**config.mk**
```make
export PLATFORM = sky130hd
export DESIGN_NAME = cilpc_ctrl
export DESIGN_NICKNAME = d
export VERILOG_FILES = /design/src/cilpc_pkg.sv /design/src/cilpc_ctrl.sv
export VERILOG_INCLUDE_DIRS = /design/src
export SDC_FILE = /design/constraint.sdc
export NUM_CORES = 1
export LEC_CHECK = 0
export ABC_AREA = 1
export BUFFER_PORTS_ARGS = -buffer_cell sky130_fd_sc_hd__clkbuf_2
export CAP_MARGIN = 5
export CELL_PAD_IN_SITES_DETAIL_PLACEMENT = 1
export CELL_PAD_IN_SITES_GLOBAL_PLACEMENT = 1
export CORE_ASPECT_RATIO = 0.6
export CORE_MARGIN = 4
export CORE_UTILIZATION = 38
export DETAILED_ROUTE_END_ITERATION = 16
export PLACE_DENSITY = 0.83
export REMOVE_ABC_BUFFERS = 1
export SLEW_MARGIN = 20
export SYNTH_ARGS = -nofsm -noshare
export SYNTH_HDL_FRONTEND = slang
export SYNTH_SLANG_ARGS = --single-unit
export TNS_END_PERCENT = 20
```
**constraint.sdc**
```tcl
create_clock -name sys_clk_i -period 2.47 [get_ports sys_clk_i]
set_input_delay 0.494 -clock sys_clk_i [delete_from_list [all_inputs] [get_ports sys_clk_i]]
set_output_delay 0.494 -clock sys_clk_i [all_outputs]
set_load 0.05 [all_outputs]
```
**src/cilpc_regs.svh**
```systemverilog
`ifndef CILPC_REGS_SVH
`define CILPC_REGS_SVH

// register byte offsets
`define CILPC_FLAGS_OFS 4'h0
`define CILPC_CTRL_OFS 4'h4
`define CILPC_STATUS_OFS 4'h8

// condition_flags bit positions
`define CILPC_CC_V 7
`define CILPC_CC_H 4
`define CILPC_CC_I 3
`define CILPC_CC_N 2
`define CILPC_CC_Z 1
`define CILPC_CC_C 0
`define CILPC_CC_MASK 8'h9f

// control register bit positions
`define CILPC_CTRL_DBGEN 0
`define CILPC_CTRL_KEEPCLK 1

// reset values
`define CILPC_FLAGS_RST 8'h08
`define CILPC_CTRL_RST 2'h0

// interrupt entry: five stacked bytes, index of the last one
`define CILPC_PUSH_LAST 3'h4
// direct page high byte and 16-bit operand low byte step
`define CILPC_DIR_PAGE 8'h00
`define CILPC_WORD_STEP 16'h0001

`endif

```
**src/cilpc_pkg.sv**
```systemverilog
package cilpc_pkg;

  typedef enum logic [2:0] {
    CILPC_RUN,
    CILPC_PUSH,
    CILPC_VECTOR,
    CILPC_WAIT,
    CILPC_STOP,
    CILPC_HALT
  } cilpc_state_type;

  typedef enum logic [2:0] {
    CILPC_CMD_BACKGROUND,
    CILPC_CMD_RESUME,
    CILPC_CMD_STEP,
    CILPC_CMD_TAGGED_RESUME,
    CILPC_CMD_ENABLE,
    CILPC_CMD_OTHER
  } cilpc_cmd_type;

  typedef struct packed {
    logic read;
    logic write;
    logic [3:0] address;
    logic [31:0] writedata;
  } cilpc_av_req_type;

  typedef struct packed {
    logic waitrequest;
    logic [31:0] readdata;
  } cilpc_av_rsp_type;

  typedef struct packed {
    logic valid;
    logic [15:0] addr;
    logic [7:0] data;
  } cilpc_push_type;

  typedef struct packed {
    logic [15:0] pc;
    logic [7:0] x;
    logic [7:0] a;
    logic [15:0] sp;
  } cilpc_core_regs_type;

  typedef struct packed {
    logic valid;
    logic software_trap_instruction;
  } cilpc_vec_type;

endpackage : cilpc_pkg

```
**src/cilpc_ctrl.sv**
```systemverilog
`timescale 1ns/1ps
`include "cilpc_regs.svh"
// Overview of operation
// - interrupt entry stacks pc low, pc high, x, accumulator, flags in order
// - after the flags byte is stacked the interrupt mask bit is set
// - an instruction clearing the mask bit re-enables pending interrupts, allowing nesting
// - high index byte is never stacked on interrupt entry
// - software trap runs the same entry and ignores the mask bit
// - wait instruction clears the mask bit then gates cpu clocks
// - in wait an interrupt restarts clocks and is serviced normally
// - background command during wait restarts clocks and enters halted debug state
// - stop halts clocks; optionally a minimal clock set keeps running for wakeup
// - with debug enable set the oscillator stays on in stop
// - with debug enable set a background command in stop enters halted debug
// - debug entry instruction halts user execution in the debug state
// - only reset, resume, single-step or tagged resume leave the debug state
// - flags layout: V7, H4, I3, N2, Z1, C0
// - 16-bit operands are big-endian, low byte at address plus one
// - direct page operands use 0x00 as the high address byte
// - interrupts are taken only at an instruction boundary
module cilpc_ctrl (
  input wire logic sys_clk_i,
  input wire logic arst_n_i,
  input wire logic clk_en_i,
  input wire cilpc_pkg::cilpc_av_req_type av_req_i,
  output cilpc_pkg::cilpc_av_rsp_type av_rsp_o,
  input wire cilpc_pkg::cilpc_core_regs_type core_regs_i,
  input wire logic instr_done_i,
  input wire logic irq_req_i,
  input wire logic wake_i,
  input wire logic swi_exec_i,
  input wire logic wait_exec_i,
  input wire logic stop_exec_i,
  input wire logic debug_entry_instruction_exec_i,
  input wire logic flags_wr_i,
  input wire logic [7:0] flags_data_i,
  input wire logic dbg_cmd_valid_i,
  input wire cilpc_pkg::cilpc_cmd_type dbg_cmd_i,
  input wire logic dbg_strap_i,
  input wire logic opnd_req_i,
  input wire logic opnd_dir_i,
  input wire logic [15:0] opnd_addr_i,
  output logic [7:0] flags_o,
  output cilpc_pkg::cilpc_push_type push_o,
  output cilpc_pkg::cilpc_vec_type vec_o,
  output logic cpu_clk_en_o,
  output logic osc_en_o,
  output logic min_clk_en_o,
  output logic halted_o,
  output logic step_o,
  output logic dbg_en_o,
  output logic [15:0] opnd_hi_addr_o,
  output logic [15:0] opnd_lo_addr_o
);
  import cilpc_pkg::*;

  typedef struct packed {
    cilpc_state_type state;
    logic [2:0] idx;
    logic software_trap_instruction;
    logic [15:0] sp;
    logic [15:0] pc;
    logic [7:0] x;
    logic [7:0] a;
    logic [7:0] flags;
    logic dbg_en;
    logic keep_clk;
    logic strap_meta;
    logic strap_sync;
    logic [1:0] warm;
    logic halted;
    cilpc_av_rsp_type rsp;
    cilpc_push_type push;
    cilpc_vec_type vec;
    logic cpu_clk_en;
    logic osc_en;
    logic min_clk_en;
    logic step;
    logic [15:0] hi_addr;
    logic [15:0] lo_addr;
  } cilpc_ctrl_type;

  cilpc_ctrl_type s;
  cilpc_ctrl_type next_s;

  // reserved flag bits always read as zero
  function automatic logic [7:0] mask_flags(input logic [7:0] f);
    mask_flags = f & `CILPC_CC_MASK;
  endfunction : mask_flags

  function automatic logic [15:0] dir_addr(input logic [7:0] lo);
    dir_addr = {`CILPC_DIR_PAGE, lo};
  endfunction : dir_addr

  function automatic logic is_resume(input cilpc_cmd_type c);
    is_resume = (c == CILPC_CMD_RESUME) || (c == CILPC_CMD_STEP) ||
      (c == CILPC_CMD_TAGGED_RESUME);
  endfunction : is_resume

  logic bus_req;
  logic bus_go;
  logic is_bg_cmd;
  logic started;

  assign bus_req = av_req_i.read || av_req_i.write;
  assign bus_go = bus_req && !s.rsp.waitrequest;
  assign is_bg_cmd = dbg_cmd_valid_i && (dbg_cmd_i == CILPC_CMD_BACKGROUND);
  // strap is only valid once both synchroniser stages hold post-reset samples
  assign started = (s.warm == 2'h3);

  always_comb
  begin
    next_s = s;
    next_s.push.valid = 1'b0;
    next_s.vec.valid = 1'b0;
    next_s.step = 1'b0;
    next_s.strap_meta = dbg_strap_i;
    next_s.strap_sync = s.strap_meta;
    // saturating warm-up count; boundaries wait for it too
    if (!started)
    begin
      next_s.warm = s.warm + 2'h1;
    end
    else
    begin
      next_s.warm = s.warm;
    end

    // core-side flag updates; software writes below take the later word
    if (flags_wr_i)
    begin
      next_s.flags = mask_flags(flags_data_i);
    end
    if (dbg_cmd_valid_i && (dbg_cmd_i == CILPC_CMD_ENABLE))
    begin
      next_s.dbg_en = 1'b1;
    end

    unique case (s.state)
      CILPC_RUN:
      begin
        if (!started)
        begin
          // strap sampled at the first edge after release, seen at the third
          if (s.strap_sync)
          begin
            next_s.state = CILPC_HALT;
            next_s.dbg_en = 1'b1;
          end
        end
        else if (instr_done_i)
        begin
          next_s.pc = core_regs_i.pc;
          next_s.x = core_regs_i.x;
          next_s.a = core_regs_i.a;
          next_s.sp = core_regs_i.sp;
          next_s.idx = 3'h0;
          if (debug_entry_instruction_exec_i)
          begin
            next_s.state = CILPC_HALT;
          end
          else if (swi_exec_i)
          begin
            next_s.state = CILPC_PUSH;
            next_s.software_trap_instruction = 1'b1;
          end
          else if (irq_req_i && !s.flags[`CILPC_CC_I])
          begin
            next_s.state = CILPC_PUSH;
            next_s.software_trap_instruction = 1'b0;
          end
          else if (wait_exec_i)
          begin
            next_s.flags[`CILPC_CC_I] = 1'b0;
            next_s.state = CILPC_WAIT;
            next_s.cpu_clk_en = 1'b0;
          end
          else if (stop_exec_i)
          begin
            next_s.state = CILPC_STOP;
            next_s.cpu_clk_en = 1'b0;
            next_s.osc_en = s.dbg_en;
            next_s.min_clk_en = s.keep_clk;
          end
        end
      end
      CILPC_PUSH:
      begin
        next_s.push.valid = 1'b1;
        next_s.push.addr = s.sp - 16'(s.idx);
        // high index byte deliberately absent from the frame
        unique case (s.idx)
          3'h0: next_s.push.data = s.pc[7:0];
          3'h1: next_s.push.data = s.pc[15:8];
          3'h2: next_s.push.data = s.x;
          3'h3: next_s.push.data = s.a;
          default: next_s.push.data = s.flags;
        endcase
        if (s.idx == `CILPC_PUSH_LAST)
        begin
          next_s.flags[`CILPC_CC_I] = 1'b1;
          next_s.state = CILPC_VECTOR;
        end
        else
        begin
          next_s.idx = s.idx + 3'h1;
        end
      end
      CILPC_VECTOR:
      begin
        next_s.vec.valid = 1'b1;
        next_s.vec.software_trap_instruction = s.software_trap_instruction;
        next_s.state = CILPC_RUN;
      end
      CILPC_WAIT:
      begin
        if (is_bg_cmd)
        begin
          next_s.cpu_clk_en = 1'b1;
          next_s.state = CILPC_HALT;
        end
        else if (irq_req_i)
        begin
          // pc already points past the wait instruction
          next_s.cpu_clk_en = 1'b1;
          next_s.software_trap_instruction = 1'b0;
          next_s.idx = 3'h0;
          next_s.state = CILPC_PUSH;
        end
      end
      CILPC_STOP:
      begin
        if (is_bg_cmd && s.dbg_en)
        begin
          next_s.cpu_clk_en = 1'b1;
          next_s.osc_en = 1'b1;
          next_s.min_clk_en = 1'b0;
          next_s.state = CILPC_HALT;
        end
        else if (irq_req_i || (wake_i && s.min_clk_en))
        begin
          // periodic wake only reachable when the minimal clock set ran
          next_s.cpu_clk_en = 1'b1;
          next_s.osc_en = 1'b1;
          next_s.min_clk_en = 1'b0;
          next_s.software_trap_instruction = 1'b0;
          next_s.idx = 3'h0;
          next_s.state = CILPC_PUSH;
        end
      end
      CILPC_HALT:
      begin
        if (dbg_cmd_valid_i && is_resume(dbg_cmd_i))
        begin
          next_s.state = CILPC_RUN;
          next_s.step = (dbg_cmd_i == CILPC_CMD_STEP);
        end
      end
      default:
      begin
        next_s.state = CILPC_RUN;
      end
    endcase
    // registered copy so the halted output comes straight from a flip-flop
    next_s.halted = (next_s.state == CILPC_HALT);

    // operand address pair, high byte first
    if (opnd_req_i)
    begin
      next_s.hi_addr = opnd_dir_i ? dir_addr(opnd_addr_i[7:0]) : opnd_addr_i;
      next_s.lo_addr = next_s.hi_addr + `CILPC_WORD_STEP;
    end

    // avalon slave: one wait cycle, then the access completes
    next_s.rsp.waitrequest = !(bus_req && s.rsp.waitrequest);
    if (bus_req && s.rsp.waitrequest)
    begin
      unique case (av_req_i.address)
        `CILPC_FLAGS_OFS: next_s.rsp.readdata = {24'h0, s.flags};
        `CILPC_CTRL_OFS: next_s.rsp.readdata = {30'h0, s.keep_clk, s.dbg_en};
        `CILPC_STATUS_OFS: next_s.rsp.readdata = {29'h0, s.state};
        default: next_s.rsp.readdata = 32'h0;
      endcase
    end
    if (bus_go && av_req_i.write)
    begin
      if (av_req_i.address == `CILPC_FLAGS_OFS)
      begin
        next_s.flags = mask_flags(av_req_i.writedata[7:0]);
        // the hardware mask set at the end of a frame wins over software
        if (s.state == CILPC_PUSH && s.idx == `CILPC_PUSH_LAST)
        begin
          next_s.flags[`CILPC_CC_I] = 1'b1;
        end
      end
      if (av_req_i.address == `CILPC_CTRL_OFS)
      begin
        // an enable command in the same cycle is not lost
        next_s.dbg_en = av_req_i.writedata[`CILPC_CTRL_DBGEN] || next_s.dbg_en;
        next_s.keep_clk = av_req_i.writedata[`CILPC_CTRL_KEEPCLK];
      end
    end
  end

  always_ff @(posedge sys_clk_i or negedge arst_n_i)
  begin
    if (!arst_n_i)
    begin
      s <= '0;
      s.state <= CILPC_RUN;
      s.flags <= `CILPC_FLAGS_RST;
      {s.keep_clk, s.dbg_en} <= `CILPC_CTRL_RST;
      s.rsp.waitrequest <= 1'b1;
      s.cpu_clk_en <= 1'b1;
      s.osc_en <= 1'b1;
    end
    else if (clk_en_i)
    begin
      s <= next_s;
    end
  end

  assign av_rsp_o = s.rsp;
  assign flags_o = s.flags;
  assign push_o = s.push;
  assign vec_o = s.vec;
  assign cpu_clk_en_o = s.cpu_clk_en;
  assign osc_en_o = s.osc_en;
  assign min_clk_en_o = s.min_clk_en;
  assign halted_o = s.halted;
  assign step_o = s.step;
  assign dbg_en_o = s.dbg_en;
  assign opnd_hi_addr_o = s.hi_addr;
  assign opnd_lo_addr_o = s.lo_addr;

endmodule : cilpc_ctrl

```
# [Yosys cells after proc, flatten, opt, wreduce, memory -nomap -nowiden]
# Cells that the tools add are included.
[word_totals] register_bits=166 word_cells=163
[op_classes] bitwise_logic=1 reduce_logical=36 n_mux=62 addsub=4 eq_ne=33
[ops] operator="$mux 3" n=20
[ops] operator="$mux 55" n=1
[ops] operator="$mux 52" n=1
[ops] operator="$pmux 8 s4" n=1
[ops] operator="$reduce_and 10->1" n=3
[ops] operator="$mux 25" n=1
[ops] operator="$ne 2x2->1 const B" n=12
[ops] operator="$pmux 8 s3" n=1
[ops] operator="$mux 1" n=20
[ops] operator="$eq 3x2->1 const B" n=6
[ops] operator="$add 16x1->16 const B" n=1
[ops] operator="$mux 16" n=1
[ops] operator="$mux 8" n=2
[ops] operator="$sub 16x3->16" n=1
[ops] operator="$eq 3x3->1 const B" n=5
[ops] operator="$pmux 3 s5" n=1
[ops] operator="$mux 7" n=2
[ops] operator="$ne 3x3->1 const B" n=4
[ops] operator="$pmux 3 s4" n=1
[ops] operator="$logic_and 1x1->1" n=10
[ops] operator="$mux 10" n=1
[ops] operator="$reduce_and 2->1" n=5
[ops] operator="$eq 3x1->1 const B" n=3
[ops] operator="$logic_not 3->1" n=3
[ops] operator="other kinds (20)" n=30

# [Longest topological paths before layout]
[depth] ltp_word=10 ltp_mapped=12

# [Worst setup path after synthesis]
# OpenSTA, ideal clock, no wires.
[synth_path] path_kind="reg-to-reg" start="register s[162] (netlist bit)" end="register s, in the netlist push_o[19]" t_required_ns=2.354 arrival_time_ns=2.052 n_path_buf=2 slack_ns=0.301 setup_time_ns=0.116 synth_period_minus_slack_ns=2.169 stages_incl_launch_ff=13 path_cell_list="dfrtp_1 -> inv_1 -> buf_2 -> buf_1 -> ha_1 -> a21oi_1 -> nand2_1 -> nor2_1 -> nand3_1 -> nand2_1 -> nand2_1 -> nand2_1 -> nand2_1"
[synth_between] elab_chain_cells=1
[synth_lines] element="start: declaration" line="cilpc_ctrl.sv:83" rtl="cilpc_ctrl_type s;"
[synth_lines] element="start signal: assignment" line="cilpc_ctrl.sv:319" rtl="s <= next_s;"
[synth_lines] element="$sub 16x3->16" line="cilpc_ctrl.sv:190" rtl="next_s.push.addr = s.sp - 16'(s.idx);"
# Every way passes these cells.
# A chain may end at the register's enable or synchronous reset.

# [Worst setup path in the final report]
[layout_path] start="register s[165] (netlist bit)" end="register s[162] (netlist bit)"
[layout_between] elab_chain_cells=3 word_cells_on_any_way=14 classes_between="eq/ne (10); mux (1); reduce/logical (3)"
[layout_lines] element="$eq 3x1->1, or another cell as far along" line="cilpc_ctrl.sv:139" rtl="unique case (s.state)"
[layout_lines] element="$reduce_bool 4->1 (no line) / $ne 2x2->1 (equally long branches)"
[layout_lines] element="$reduce_and 9->1 (no line)"
# Several ways; a longest one is shown, not always the timed one.

==> out/qor.yml <==
dp_cells: 1304
cts_resized: 0
synth-async-reset-ratio_pct: 100.0
diodes: 0
synth-seq-cells: 142
layout_commonest_cell: "nand2_1"
die_h_um: 119.7
min_period_ns: 2.052
clock.fmax_ghz: 0.4873
ctsHoldBuffers: 1
p_leak_nw: 4.942
htree_levels: 4
dr.pass1.iters: 5
rrSetupSlack_ns: 0.42
worst_setup_path_start_kind: "flip-flop"
cap_violations: 0
grt_pass1_vias: 7033
cts.reportedPaths.clkPinSlew_ns: 0.06
rsz0062_at_grt: "false"
critPathKind: "reg -> reg"
skew_ns: 0.009539
peakVddDrop_mv: 0.4994
grt_start_max_net_pins: 44
synthSimpleGateAreaFrac_pct: 23.16
fin_tns_setup_ns: 0
port_buffers: 181
fillCellCount: 2503
synth_top_family_by_area: "simple AND/OR/NAND/NOR gates"
start_util_pct: 39.11
critPathLaunch: "s[165]$_DFFE_PN0P_"
worst_slew_pin_slew_ns: 0.5600
drt-wirelength-per-cell_um: 18.38
arrival_ns: 2.36
synthesis.area_um2: 7908
vias: 6706
cts_tree: "yes"
synth_mux_area_share_pct: 6.361
vias_per_cell: 5.019
powerDensity_nw_per_um2: 1155
grt_pass1_wl_um: 39240
layout-drive-gt1-share_pct: 26.43
grt_usage_pct: 21.20
finalHoldViolations: 0
synthCells: 937
dp_hpwl_um: 18840
min-delay-start: "dbg_strap_i"
yosys.area_share.xor_xnor_pct: 0.5538
clock_tree.buffer_depth: 2
endpoint_kind: "flip-flop"
root_buffer: "clkbuf_16"
grt-ovfl-total: 0
ys_types: 42
yosysSeqAreaShare_pct: 45.00
crit_fanout: 12
r2r-start: "s[165]$_DFFE_PN0P_"
hold_ws_ns: 0.2755
fin_cells: 1336
reg2reg_to: "s[162]$_DFFE_PN0P_"
fin_nets: 1190
synth_ff_type: "dfrtp_1"
crit_required_ns: 2.77
final_cell_mix: "nand2_1 (231), clkbuf_2 (180), dfrtp_1 (138), nor2_1 (80), nand3_1 (77)"
clock_sinks: 142
synth_compound_area_share_pct: 7.690
reg2regPathDepth: 9
fp.dieW_um: 194.2
postSynthAreaPerCell_um2: 8.439
outcome: "finished clean"
die_area_um2: 23260
post-cts-setup-buffer-count: 0
whs_path_depth: 3
min_period_over_period_pct: 83.08
numCtsBuffers: 17
drv_slew: 0
fp.coreArea_um2: 20220
min_path_type: "in -> reg"
setup_violations: 0
antenna_found_initial: 0
synth_fa_ha_area_share_pct: 1.835
drt_iter0_drc: 421
routed_wl_um: 24560
area_growth_pct: 16.16
rows: 40
insertion_delay_ns: 0.42
yosys_warnings: 0
max_slew_margin_pct: 62.43
drc: 0
holdPathEnd: "next_s[99]$_DFFE_PN0P_"
ios: 234
synth_edf_count: 0
place.gp.congestion: 0.8963
ant_nets: 0
## cells by family after synthesis
family,Yosys count
flip-flops,142
other,1
multiplexers,35
AO/OA/AOI/OAI,109
AND/OR/NAND/NOR,425
XOR/XNOR,5
buffers and inverters,209
adder cells (fa/ha/maj),11
## how the worst max path moves through the flow
stage	end	cells after the start	slack, ns
floorplan	opnd_lo_addr_o[9]$_DFFE_PN0P_	6	0.02
global placement	opnd_lo_addr_o[9]$_DFFE_PN0P_	7	0.27
detailed placement	opnd_lo_addr_o[9]$_DFFE_PN0P_	7	0.24
CTS	push_o[1]$_DFFE_PN0P_	5	0.40
global route	s[160]$_DFFE_PN0P_	9	0.20
finish	s[162]$_DFFE_PN0P_	9	0.42
## synth_stat cells, drive strengths merged (2+ instances only)
master / n / share of area, %
o21ai: 53 / 3.4
xor2: 4 / 0.44
a31oi: 4 / 0.32
clkbuf: 11 / 0.52
o221ai: 4 / 0.44
o21a: 2 / 0.19
nand3b: 4 / 0.38
nor3: 10 / 0.84
mux2: 35 / 6.4
nor4: 2 / 0.16
a21oi: 33 / 2.1
dfstp: 4 / 1.3
nand4: 14 / 1.1
nand2: 235 / 11
o211ai: 7 / 0.66
dfrtp: 138 / 44
buf: 117 / 11
nand3: 77 / 4.9
inv: 80 / 3.8
nor2: 82 / 4.3
ha: 10 / 1.6
## state kept, by name, indices dropped and copies added (netlist names), 2 cells and up
| name | cells |
|---|---|
| vec_o | 2 |
| push_o | 25 |
| opnd_lo_addr_o | 16 |
| flags_o | 8 |
| av_rsp_o | 9 |
| opnd_hi_addr_o | 16 |
| s | 59 |
## stage by stage
stage,power [mW],cell area [um2],util (%),setup slack (ns)
finish,10.61,9185,45.43,0.4179
global route,11.24,9185,45.43,0.2023
CTS,10.70,9185,45.43,0.4044
detailed placement,7.725,8511,42.09,0.2367
global placement,7.534,8511,42.09,0.2696
floorplan,6.429,7084,-,0.01880
## cell type report
type,instances,area [um2],share of cell area [%]
clock inverter,10,183.9,2.002
tap,273,341.6,3.719
clock buffer,21,480.5,5.231
timing repair buffer,200,1095,11.92
sequential,142,3558,38.74
multi-input combinational,609,3222,35.08
inverter,81,304.0,3.310
## where the power goes
group | switching, mW | internal (mW)
clock | 1.01 | 1.89
combinational | 2.77 | 1.25
sequential | 0.600 | 3.08
## layer usage
| metal | global-route usage [%] | wire [um] | up-vias |
|---|---|---|---|
| met5 | 0 | 0 | - |
| met3 | 5.836 | 1676 | 18 |
| li1 | - | - | 3151 |
| met4 | 4.917 | 213 | 0 |
| met1 | 30.99 | 12130 | 3314 |
| met2 | 31.35 | 10540 | 223 |
## critical path: stages (launching register included)
cell and delay [ns]:
dfrtp_1 0.64, inv_1 0.26, nand3b_1 0.15, nand2_1 0.10
inv_1 0.07, nand2_1 0.04, nor2_1 0.35, nand2_1 0.17
nand2_1 0.09, nand2_1 0.05
Power figures use the tool's default switching activity.
